==> config.mk <==
export PLATFORM = sky130hd
export DESIGN_NAME = synth_cfg_host
export DESIGN_NICKNAME = d
export VERILOG_FILES = /design/src/synth_cfg_pkg.sv /design/src/word_assembler.sv /design/src/serial_shifter.sv /design/src/synth_cfg_host.sv
export SDC_FILE = /design/constraint.sdc
export NUM_CORES = 1
export LEC_CHECK = 0
export ABC_AREA = 1
export BUFFER_PORTS_ARGS = -buffer_cell sky130_fd_sc_hd__buf_4
export CORE_MARGIN = 8
export CORE_UTILIZATION = 50
export DETAILED_ROUTE_END_ITERATION = 16
export PLACE_DENSITY_LB_ADDON = 0.08
export SYNTH_ARGS = -nofsm -noshare
export SYNTH_HDL_FRONTEND = slang
export SYNTH_HIERARCHICAL = 1
export SYNTH_SLANG_ARGS = --single-unit
export TNS_END_PERCENT = 20
==> constraint.sdc <==
create_clock -name CLK -period 1.6 [get_ports CLK]
set_clock_uncertainty 0.05 [all_clocks]
set_input_delay 0 -clock CLK [delete_from_list [all_inputs] [get_ports CLK]]
set_output_delay 0 -clock CLK [all_outputs]
set_load 0.1 [all_outputs]
==> src/synth_cfg_pkg.sv <==
// constants for the synthesizer control word host
package synth_cfg_pkg;
    localparam logic [3:0] SEL_WORD0 = 4'h0;
    localparam logic [3:0] SEL_MAIN_FRAC = 4'h1;
    localparam logic [3:0] SEL_AUX_FRAC = 4'h2;
    localparam logic [3:0] SEL_PHASE = 4'h3;
    localparam logic [3:0] SEL_REF_PUMP = 4'h4;
    localparam int WORD_BITS = 32;
    localparam int SEL_LSB = 0;
    localparam int FIELD_LSB = 4;
    localparam int MAIN_NUM_BITS = 24;
    localparam int AUX_BITS = 14;
    localparam int AUX_MOD_LSB = 4;
    localparam int AUX_NUM_LSB = 18;
    localparam logic [13:0] AUX_MOD_MIN = 14'h0002;
    localparam int PHASE_BITS = 24;
    localparam int PH_SD_DIS_BIT = 30;
    localparam int PH_RESYNC_BIT = 29;
    localparam int PH_ADJ_BIT = 28;
    localparam int REF_MUX_LSB = 27;
    localparam int REF_DBL_BIT = 26;
    localparam int REF_HALF_BIT = 25;
    localparam int REF_CNT_LSB = 15;
    localparam int REF_CNT_BITS = 10;
    localparam logic [9:0] REF_CNT_MIN = 10'h001;
    localparam int REF_DBUF_BIT = 14;
    localparam int REF_CP_LSB = 10;
    localparam int REF_MODE_BIT = 9;
    localparam int REF_LVL_BIT = 8;
    localparam int REF_POL_BIT = 7;
    localparam int REF_PD_BIT = 6;
    localparam int REF_TRI_BIT = 5;
    localparam int REF_CRST_BIT = 4;
    localparam logic [2:0] MUX_FEEDBACK_DIV = 3'h4;
    localparam logic [2:0] MUX_REF_DIV = 3'h3;
    localparam int SCLK_NS = 50;
    localparam int CLK_NS = 10;
    localparam int SCLK_HALF = (SCLK_NS + 2 * CLK_NS - 1) / (2 * CLK_NS);
    localparam logic [5:0] BIT_COUNT = 6'h20;
endpackage

==> src/word_assembler.sv <==
// assembles a 32-bit word from a select code and field values
`timescale 1ns/1ps
module word_assembler (
    input wire logic [3:0] sel,
    input wire logic [27:0] field,
    output logic [31:0] word
);
    // field sits above the four select bits; top reserved bits come in as zero
    assign word = {field, sel};
endmodule // word_assembler

==> src/serial_shifter.sv <==
// three-wire serial shifter, msb first, load strobe at the end
`timescale 1ns/1ps
module serial_shifter (
    input wire logic clk,
    input wire logic srst,
    input wire logic start,
    input wire logic [31:0] word,
    output logic busy,
    output logic sclk,
    output logic sdata,
    output logic sload
);
    typedef enum {IDLE, LOW, HIGH, LOAD} shift_e;
    shift_e state;
    logic [31:0] shreg;
    logic [5:0] nbits;
    logic [7:0] tick;
    wire tick_done = (tick == 8'(synth_cfg_pkg::SCLK_HALF - 1));

    always_ff @(posedge clk)
    begin
        if (srst)
        begin
            state <= IDLE;
            shreg <= 32'h0;
            nbits <= 6'h0;
            tick <= 8'h0;
            busy <= 1'b0;
            sclk <= 1'b0;
            sdata <= 1'b0;
            sload <= 1'b0;
        end
        else
        begin
            tick <= tick_done ? 8'h0 : tick + 8'h1;
            case (state)
                IDLE:
                begin
                    sload <= 1'b0;
                    tick <= 8'h0;
                    if (start)
                    begin
                        shreg <= {word[30:0], 1'b0};
                        sdata <= word[31];
                        nbits <= 6'h0;
                        busy <= 1'b1;
                        state <= LOW;
                    end
                    else
                        busy <= 1'b0;
                end
                LOW:
                    if (tick_done)
                    begin
                        sclk <= 1'b1; // device samples on rising edge
                        nbits <= nbits + 6'h1;
                        state <= HIGH;
                    end
                HIGH:
                    if (tick_done)
                    begin
                        sclk <= 1'b0;
                        if (nbits == synth_cfg_pkg::BIT_COUNT)
                        begin
                            sload <= 1'b1;
                            state <= LOAD;
                        end
                        else
                        begin
                            sdata <= shreg[31];
                            shreg <= {shreg[30:0], 1'b0};
                            state <= LOW;
                        end
                    end
                LOAD:
                    if (tick_done)
                    begin
                        sload <= 1'b0;
                        busy <= 1'b0;
                        state <= IDLE;
                    end
                default:
                    state <= IDLE;
            endcase
        end
    end

    a_load_after_bits: assert property (@(posedge clk) disable iff (srst)
        $rose(sload) |-> nbits == synth_cfg_pkg::BIT_COUNT)
        else $error("load strobe before all bits shifted");
    a_load_clock_low: assert property (@(posedge clk) disable iff (srst)
        sload |-> !sclk)
        else $error("serial clock high during load");
endmodule // serial_shifter

==> src/synth_cfg_host.sv <==
// host controller writing synthesizer control words zero to four
`timescale 1ns/1ps
////////////////////////////////////////////////////////////////////////////////
module synth_cfg_host (
    input wire logic CLK,
    input wire logic SRST,
    input wire logic REQ_VALID,
    input wire logic [2:0] REQ_KIND,
    input wire logic [23:0] MAIN_NUM,
    input wire logic [23:0] MAIN_MOD,
    input wire logic [13:0] AUX_NUM,
    input wire logic [13:0] AUX_MOD,
    input wire logic [23:0] PHASE_VAL,
    input wire logic SD_DIS,
    input wire logic RESYNC_EN,
    input wire logic ADJ_EN,
    input wire logic AUTO_CAL,
    input wire logic [2:0] MUX_SEL,
    input wire logic DOUBLER,
    input wire logic HALVER,
    input wire logic [9:0] REF_COUNT,
    input wire logic DBUF,
    input wire logic [3:0] PUMP_CUR,
    input wire logic REF_DIFF,
    input wire logic LEVEL_33,
    input wire logic POWER_DOWN,
    input wire logic PUMP_TRI,
    input wire logic COUNTER_RST,
    input wire logic [27:0] WORD0_FIELD,
    output logic REQ_READY,
    output logic REQ_DONE,
    output logic REQ_ERROR,
    output logic SCLK,
    output logic SDATA,
    output logic SLOAD
);
    localparam logic [2:0] K_WORD0 = 3'h0;
    localparam logic [2:0] K_MAIN = 3'h1;
    localparam logic [2:0] K_AUX = 3'h2;
    localparam logic [2:0] K_PHASE = 3'h3;
    localparam logic [2:0] K_REF = 3'h4;

    typedef enum {IDLE, SEND, WAIT} host_e;
    host_e state;
    logic start;
    logic [31:0] held_word;
    logic [2:0] held_kind;
    logic busy;
    logic sclk_i;
    logic sdata_i;
    logic sload_i;
    // last sent phase settings, aux numerator and mux code, used to vet later requests
    logic sd_dis_sent;
    logic resync_sent;
    logic adj_sent;
    logic [13:0] aux_num_sent;
    logic [2:0] mux_sent;

    ////////////////////////////////////////////////////////////////////////////
    // field assembly
    wire [3:0] sel = (REQ_KIND == K_MAIN) ? synth_cfg_pkg::SEL_MAIN_FRAC :
                     (REQ_KIND == K_AUX) ? synth_cfg_pkg::SEL_AUX_FRAC :
                     (REQ_KIND == K_PHASE) ? synth_cfg_pkg::SEL_PHASE :
                     (REQ_KIND == K_REF) ? synth_cfg_pkg::SEL_REF_PUMP :
                     synth_cfg_pkg::SEL_WORD0;
    wire [27:0] f_main = {4'h0, MAIN_NUM};
    wire [27:0] f_aux = {AUX_NUM, AUX_MOD};
    wire [27:0] f_phase = {1'b0, SD_DIS, RESYNC_EN, ADJ_EN, PHASE_VAL};
    // reference word: fields above select bits, index shifted down by four
    wire [27:0] f_ref = {2'h0, MUX_SEL, DOUBLER, HALVER, REF_COUNT, DBUF, PUMP_CUR,
                         REF_DIFF, LEVEL_33, 1'b1, POWER_DOWN, PUMP_TRI, COUNTER_RST};
    wire [27:0] field = (REQ_KIND == K_MAIN) ? f_main :
                        (REQ_KIND == K_AUX) ? f_aux :
                        (REQ_KIND == K_PHASE) ? f_phase :
                        (REQ_KIND == K_REF) ? f_ref :
                        WORD0_FIELD;
    wire [31:0] word;

    word_assembler u_asm (
        .sel(sel),
        .field(field),
        .word(word)
    );

    ////////////////////////////////////////////////////////////////////////////
    // request checks; refused requests never reach the pins
    wire bad_kind = (REQ_KIND > K_REF);
    wire bad_main = (REQ_KIND == K_MAIN) && (MAIN_NUM >= MAIN_MOD);
    wire bad_aux = (REQ_KIND == K_AUX) &&
                   ((AUX_MOD < synth_cfg_pkg::AUX_MOD_MIN) || (AUX_NUM >= AUX_MOD) ||
                    (resync_sent && (AUX_NUM != 14'h0)));
    wire bad_phase = (REQ_KIND == K_PHASE) &&
                     ((RESYNC_EN && (SD_DIS || ADJ_EN || aux_num_sent != 14'h0)) ||
                      (ADJ_EN && !SD_DIS));
    wire bad_ref = (REQ_KIND == K_REF) && (REF_COUNT < synth_cfg_pkg::REF_CNT_MIN);
    // word zero write: retune must not run with divider test output,
    // and adjust mode wants calibration off
    wire bad_w0 = (REQ_KIND == K_WORD0) &&
                  ((mux_sent == synth_cfg_pkg::MUX_FEEDBACK_DIV) || (mux_sent == synth_cfg_pkg::MUX_REF_DIV) ||
                   (adj_sent && AUTO_CAL));
    wire refuse = bad_kind || bad_main || bad_aux || bad_phase || bad_ref || bad_w0;
    wire take = REQ_VALID && REQ_READY;

    ////////////////////////////////////////////////////////////////////////////
    // control
    always_ff @(posedge CLK)
    begin
        if (SRST)
        begin
            state <= IDLE;
            start <= 1'b0;
            held_word <= 32'h0;
            held_kind <= 3'h0;
            REQ_READY <= 1'b0;
            REQ_DONE <= 1'b0;
            REQ_ERROR <= 1'b0;
        end
        else
        begin
            REQ_DONE <= 1'b0;
            REQ_ERROR <= 1'b0;
            start <= 1'b0;
            case (state)
                IDLE:
                begin
                    REQ_READY <= 1'b1;
                    if (take)
                    begin
                        REQ_READY <= 1'b0;
                        if (refuse)
                        begin
                            REQ_ERROR <= 1'b1;
                            REQ_DONE <= 1'b1;
                        end
                        else
                        begin
                            held_word <= word;
                            held_kind <= REQ_KIND;
                            start <= 1'b1;
                            state <= SEND;
                        end
                    end
                end
                SEND:
                    if (busy)
                        state <= WAIT;
                WAIT:
                    if (!busy)
                    begin
                        REQ_DONE <= 1'b1;
                        REQ_READY <= 1'b1;
                        state <= IDLE;
                    end
                default:
                    state <= IDLE;
            endcase
        end
    end

    // shadow of settings the device now holds
    always_ff @(posedge CLK)
    begin
        if (SRST)
        begin
            sd_dis_sent <= 1'b0;
            resync_sent <= 1'b0;
            adj_sent <= 1'b0;
            aux_num_sent <= 14'h0;
            mux_sent <= 3'h0;
        end
        else if (take && !refuse)
        begin
            if (REQ_KIND == K_PHASE)
            begin
                sd_dis_sent <= SD_DIS;
                resync_sent <= RESYNC_EN;
                adj_sent <= ADJ_EN;
            end
            if (REQ_KIND == K_AUX)
                aux_num_sent <= AUX_NUM;
            if (REQ_KIND == K_REF)
                mux_sent <= MUX_SEL;
        end
    end

    serial_shifter u_shift (
        .clk(CLK),
        .srst(SRST),
        .start(start),
        .word(held_word),
        .busy(busy),
        .sclk(sclk_i),
        .sdata(sdata_i),
        .sload(sload_i)
    );

    // pins registered once more so top outputs come from flops
    always_ff @(posedge CLK)
    begin
        if (SRST)
        begin
            SCLK <= 1'b0;
            SDATA <= 1'b0;
            SLOAD <= 1'b0;
        end
        else
        begin
            SCLK <= sclk_i;
            SDATA <= sdata_i;
            SLOAD <= sload_i;
        end
    end

    ////////////////////////////////////////////////////////////////////////////
    a_main_reserved: assert property (@(posedge CLK) disable iff (SRST)
        start && held_word[3:0] == synth_cfg_pkg::SEL_MAIN_FRAC |-> held_word[31:28] == 4'h0)
        else $error("main fraction reserved bits not zero");
    a_ref_polarity: assert property (@(posedge CLK) disable iff (SRST)
        start && held_word[3:0] == synth_cfg_pkg::SEL_REF_PUMP |-> held_word[7] && held_word[31:30] == 2'h0)
        else $error("reference word polarity or reserved bits wrong");
    a_phase_reserved: assert property (@(posedge CLK) disable iff (SRST)
        start && held_word[3:0] == synth_cfg_pkg::SEL_PHASE |-> !held_word[31])
        else $error("phase word reserved bit set");
    a_aux_modulus: assert property (@(posedge CLK) disable iff (SRST)
        start && held_word[3:0] == synth_cfg_pkg::SEL_AUX_FRAC |-> held_word[17:4] >= 14'h0002)
        else $error("aux modulus below two");
    a_aux_order: assert property (@(posedge CLK) disable iff (SRST)
        start && held_word[3:0] == synth_cfg_pkg::SEL_AUX_FRAC |-> held_word[31:18] < held_word[17:4])
        else $error("aux numerator not below modulus");
    a_select_code: assert property (@(posedge CLK) disable iff (SRST)
        start && held_kind == K_MAIN |-> held_word[3:0] == 4'h1)
        else $error("main fraction select wrong");
    a_phase_modes: assert property (@(posedge CLK) disable iff (SRST)
        start && held_word[3:0] == synth_cfg_pkg::SEL_PHASE |-> !(held_word[29] && held_word[28]))
        else $error("resync and adjust both set");
    a_ref_counter: assert property (@(posedge CLK) disable iff (SRST)
        start && held_word[3:0] == synth_cfg_pkg::SEL_REF_PUMP |-> held_word[24:15] != 10'h0)
        else $error("reference counter zero");
    a_start_answer: assert property (@(posedge CLK) disable iff (SRST)
        start |-> ##[1:3] busy)
        else $error("shifter did not start");

    ////////////////////////////////////////////////////////////////////////////
    // handshake, pin and request rule checks
    // pins lag the shifter by one flop, so load and clock keep their order
    a_error_with_done: assert property (@(posedge CLK) disable iff (SRST)
        REQ_ERROR |-> REQ_DONE)
        else $error("error pulse without done");
    a_ready_when_idle: assert property (@(posedge CLK) disable iff (SRST)
        REQ_READY |-> !busy && !start)
        else $error("ready while a word is in flight");
    a_refused_quiet: assert property (@(posedge CLK) disable iff (SRST)
        REQ_ERROR |-> !start)
        else $error("refused request started the shifter");
    a_ready_after_done: assert property (@(posedge CLK) disable iff (SRST)
        REQ_DONE && !REQ_ERROR |-> REQ_READY)
        else $error("ready not back with done");
    a_pin_load_order: assert property (@(posedge CLK) disable iff (SRST)
        SLOAD |-> !SCLK)
        else $error("load pin high with serial clock high");
    a_load_pin_width: assert property (@(posedge CLK) disable iff (SRST)
        $rose(SLOAD) |-> SLOAD [*3])
        else $error("load pin shorter than a half period");
    a_data_steady: assert property (@(posedge CLK) disable iff (SRST)
        $rose(SCLK) |-> $stable(SDATA))
        else $error("data moved on the sampling edge");
    a_resync_aux_zero: assert property (@(posedge CLK) disable iff (SRST)
        start && held_kind == K_AUX && resync_sent |-> held_word[31:18] == 14'h0)
        else $error("aux numerator nonzero under resync");
    a_resync_sd_on: assert property (@(posedge CLK) disable iff (SRST)
        start && held_word[3:0] == synth_cfg_pkg::SEL_PHASE && held_word[29] |-> !held_word[30])
        else $error("resync sent with load reset disabled");
    a_adjust_sd_off: assert property (@(posedge CLK) disable iff (SRST)
        start && held_word[3:0] == synth_cfg_pkg::SEL_PHASE && held_word[28] |-> held_word[30])
        else $error("adjust sent with load reset enabled");
    a_word0_mux: assert property (@(posedge CLK) disable iff (SRST)
        start && held_kind == K_WORD0 |-> mux_sent != 3'h3 && mux_sent != 3'h4)
        else $error("word zero sent with divider test output");
endmodule // synth_cfg_host

==> metrics.md <==
| Metric | Value |
|---|---|
| Mapped Cells | `1,201` |
| DIE HEIGHT | `roughly 140 um` |
| Largest family of logic cells by synthesized area | `simple AND/OR/NAND/NOR gates` |
| FFs w/ async S/R, synth | `0%` |
| RePlAce Congestion | `0.926` |
| Mux contribution to synthesized area | `about 4.0%` |
| Synth Area in XOR/XNOR | `0.227%` |
| Flop2flop setup slack | `-330 ps` |
| Post-Syn Area | `7730 um^2` |
| Post-route ant nets | `0` |
| Max Buffers Root-to-Sink | `2` |
| RR Endpoint | `held_word[5]` |
| Largest cells by area after synthesis | `dfxtp_1 29%, nand2_1 14%, nor2_1 13%` |
| Yosys warns | `6` |
| Ys flop type | `dfxtp_1` |
| Sequential-to-total area share from yosys stat | `28.7%` |
| Die Wd | `roughly 140 um` |
| GRT overflow | `0` |
| Synth Area in Compound Gates | `9.13%` |
| Simple-gate share of the synthesized area | `36.3%` |
| Largest net degree at the start of global routing | `48` |
| Initial Utilization | `approximately half` |
| TritonCTS Buffers | `9` |
| Grt met3 use | `under 10%` |
| Reg-to-Reg Start | `aux_num_sent[6]` |
| Period utilization | `120%` |
| Final wirelength | `25,600 um` |
| Wirelength per Cell | `15.6 um` |
| Final Setup Violations | `approximately 80` |
| Share of layout cells above drive strength 1 | `26.5%` |
| Crit Path Max Fanout | `11` |
| Min Hold Slack | `just under 50 ps` |
| Final hold violation count | `0` |
| Final-layout fill cell count | `1,375` |
| CTS tree | `done` |
| Critical Path Start Type | `flop` |
| DR pass1 iterations | `5` |
| Sink Count | `111` |
| WHS Path Cells | `6` |
| CTS root buffer | `clkbuf_16` |
| GR peak layer | `met2` |
| Final Max Slew Viols | `0` |
| Mapped Nets | `1,411` |
| Hold Startpoint | `AUX_NUM[6]` |
| 1st-iter DRT viols | `approximately 570` |
| Status | `complete, but fails checks` |
| Row cnt | `45` |
| PwrDens | `~1000 nW/um^2` |
| Nets | `1,656` |
| Htree depth | `3` |
| Global-route wire length before repair | `40,000 um` |
| Synth Area per Inst | `between 6 and 7 um^2` |
| Worst Setup Slack, final | `-325 ps` |
| Setup CP Type | `flop to flop` |
| Vias in the first global route | `approximately 7,900` |
| Clk_lat worst skew | `roughly 360 ps` |
| Leak | `5.17 nW` |
| Synth unique cells | `42` |
| Number of flops mapped to enable cells by yosys | `0` |
| Final HPWL DP | `around 20,000 um` |
| MaxCap Viol Count | `0` |
| Via count | `~8,400` |
| Worst-path clk slew | `roughly 80 ps` |
| Yosys top cell by area | `dfxtp_1` |
| Vias per cell | `~5.1` |
| I/O pin count | `~170` |
| Tot Pwr | `10.8 mW` |
| Min-Delay Path Class | `primary input to flop` |
| Ant. Diodes | `0` |
| Final min period | `a little under 2000 ps` |
| Die area | `between 15,000 and 20,000 um^2` |
| Max VDD drop | `between 0.7 and 0.8 mV` |
| Initial antenna violation count | `0` |
| Core ar. | `about 15,000 um^2` |
| Reg2reg path depth | `14` |
| Synthesis-stage register bit count | `approximately 110` |
| Global Route Usage Sum | `between 20% and 30%` |
| CP arrival | `~2100 ps` |
| GR Util met2 | `between 40% and 50%` |
| Port bufs | `roughly 170` |
| Failing checks | `negative setup slack` |
| Crit. End Element | `flop` |
| Worst hold endpoint | `aux_num_sent[6]` |
| Met1 Use GR | `a little under a third` |
| # DRC | `0` |
| Max Freq | `slightly above 500 MHz` |
| Adder-cell share of the synthesized area | `7.61%` |
| Synth top area share | `28.7%` |
| Area grow syn2layout | `34.5%` |
| RSZ-0062 raised after global routing | `true` |
| Worst EP required | `1800 ps` |
-- worst max-delay path, stage by stage, from the launching register on --
cell       delay [ps]
dfxtp_2           330
nor2_2             90
nand2_1            60
nor2_1            110
nand3b_1          110
nand2_1            90
nand3_2            80
nor2_4            140
nand2_2            80
nor2_4            130
buf_12            140
clkbuf_16         160
nand4_1            90
nand2_1           100
nor2_1             50
-- synthesized netlist by cell type, types with 2 or more instances --
cell type  instances
a21oi_1           34
a221oi_1           8
a31oi_1           15
a32oi_1           15
buf_1              7
buf_2              7
buf_4             36
buf_6              9
clkbuf_1          25
dfxtp_1          111
ha_1              47
inv_1            131
inv_2             11
mux2i_1           31
nand2_1          283
nand3_1           22
nand3b_1           2
nand4_1           53
nor2_1           273
nor2_2            10
nor2_4             5
nor3_1             7
nor3b_1            2
o21ai_0           36
o21bai_1           3
xor2_1             2
-- through the flow --
stage | area, um^2 | setup TNS (ps) | worst slack [ps] | utilization (%) | instances
after floorplan | 7760 | -614 | -23.8 | - | 1201
after global placement | 9880 | -21760 | -462 | 65.2 | 1612
after detailed placement | 9880 | -22840 | -474 | 65.2 | 1612
after CTS | 10300 | -14380 | -294 | 67.8 | 1635
after global routing | 10400 | -28870 | -468 | 68.6 | 1639
final | 10400 | -15810 | -325 | 68.6 | 1639
-- kinds of logic after synthesis --
group	after synthesis
AOI/OAI and AO/OA	115
buffers and inverters	228
xor gates and xnor gates	2
and+or+nand+nor	666
adders and majority gates	47
other	1
muxes	31
DFF	111
-- layout make-up --
class                           count  area (um^2)  share of cell area (%)
Tap cell                          188          235                    2.26
Clock buffer                        9          225                    2.17
Multi-Input combinational cell    862         4490                    43.2
Clock inverter                      7         80.1                   0.770
Inverter                          143          537                    5.16
Timing Repair Buffer              319         2600                    25.0
Sequential cell                   111         2230                    21.5
-- layout by cell type, fill, tap and decap left out, drive strengths merged, types with 7 or more instances in the layout --
master,netlist,final
dfxtp,111,111
mux2i,31,31
o21ai,36,36
a21oi,35,35
clkbuf,25,11
a31oi,15,15
inv,142,144
nand4,54,54
a32oi,15,15
nand3,23,23
dlygate4sd3,0,7
nor2,289,289
buf,60,310
ha,47,47
nor3,7,7
nand2,285,285
a221oi,8,8
-- state kept, by name (all words and copies together), names as in the netlist, 2 cells and up --
register and flops:
mux_sent 3, state 2, held_word 32, u_shift/tick 8, aux_num_sent 14, u_shift/shreg 31
u_shift/nbits 6, u_shift/state 2
-- routing by layer --
layer / wire length [um] / part of all wire [%] / up-vias
li1: - / - / 4287
met1: 10700 / 42 / 3764
met2: 12100 / 47 / 304
met3: 1880 / 7.3 / 45
met4: 926 / 3.6 / 0
met5: 0 / 0 / -
-- how the worst max path moves through the flow --
stage	startpoint	to	cells after the start
3_5_place_dp	MAIN_NUM[19]	REQ_DONE	14
6_report	aux_num_sent[6]	held_word[5]	14
2_1_floorplan	u_shift/state[0]	u_shift/shreg[17]	8
3_3_place_gp	MAIN_NUM[19]	REQ_DONE	14
4_1_cts	aux_num_sent[6]	aux_num_sent[1]	13
5_1_grt	aux_num_sent[6]	held_word[31]	14
-- timing repair --
action | 4_1_cts | 5_1_grt
endpoints found under the setup margin | 93 | 101
pin swaps | 1 | 5
setup buffers | 0 | 1
hold buffers | 7 | 0
hold endpoints to repair | 13 | 0
resized for setup | 7 | 16
gates cloned | 0 | 3
-- report_power, final --
group          total (mW)  internal [mW]  switching, mW
registers            3.59           3.31          0.285
clock network        2.31           1.23           1.07
logic                4.87           2.11           2.75
total                10.8           6.65           4.11
Power figures use the tool's default switching activity.
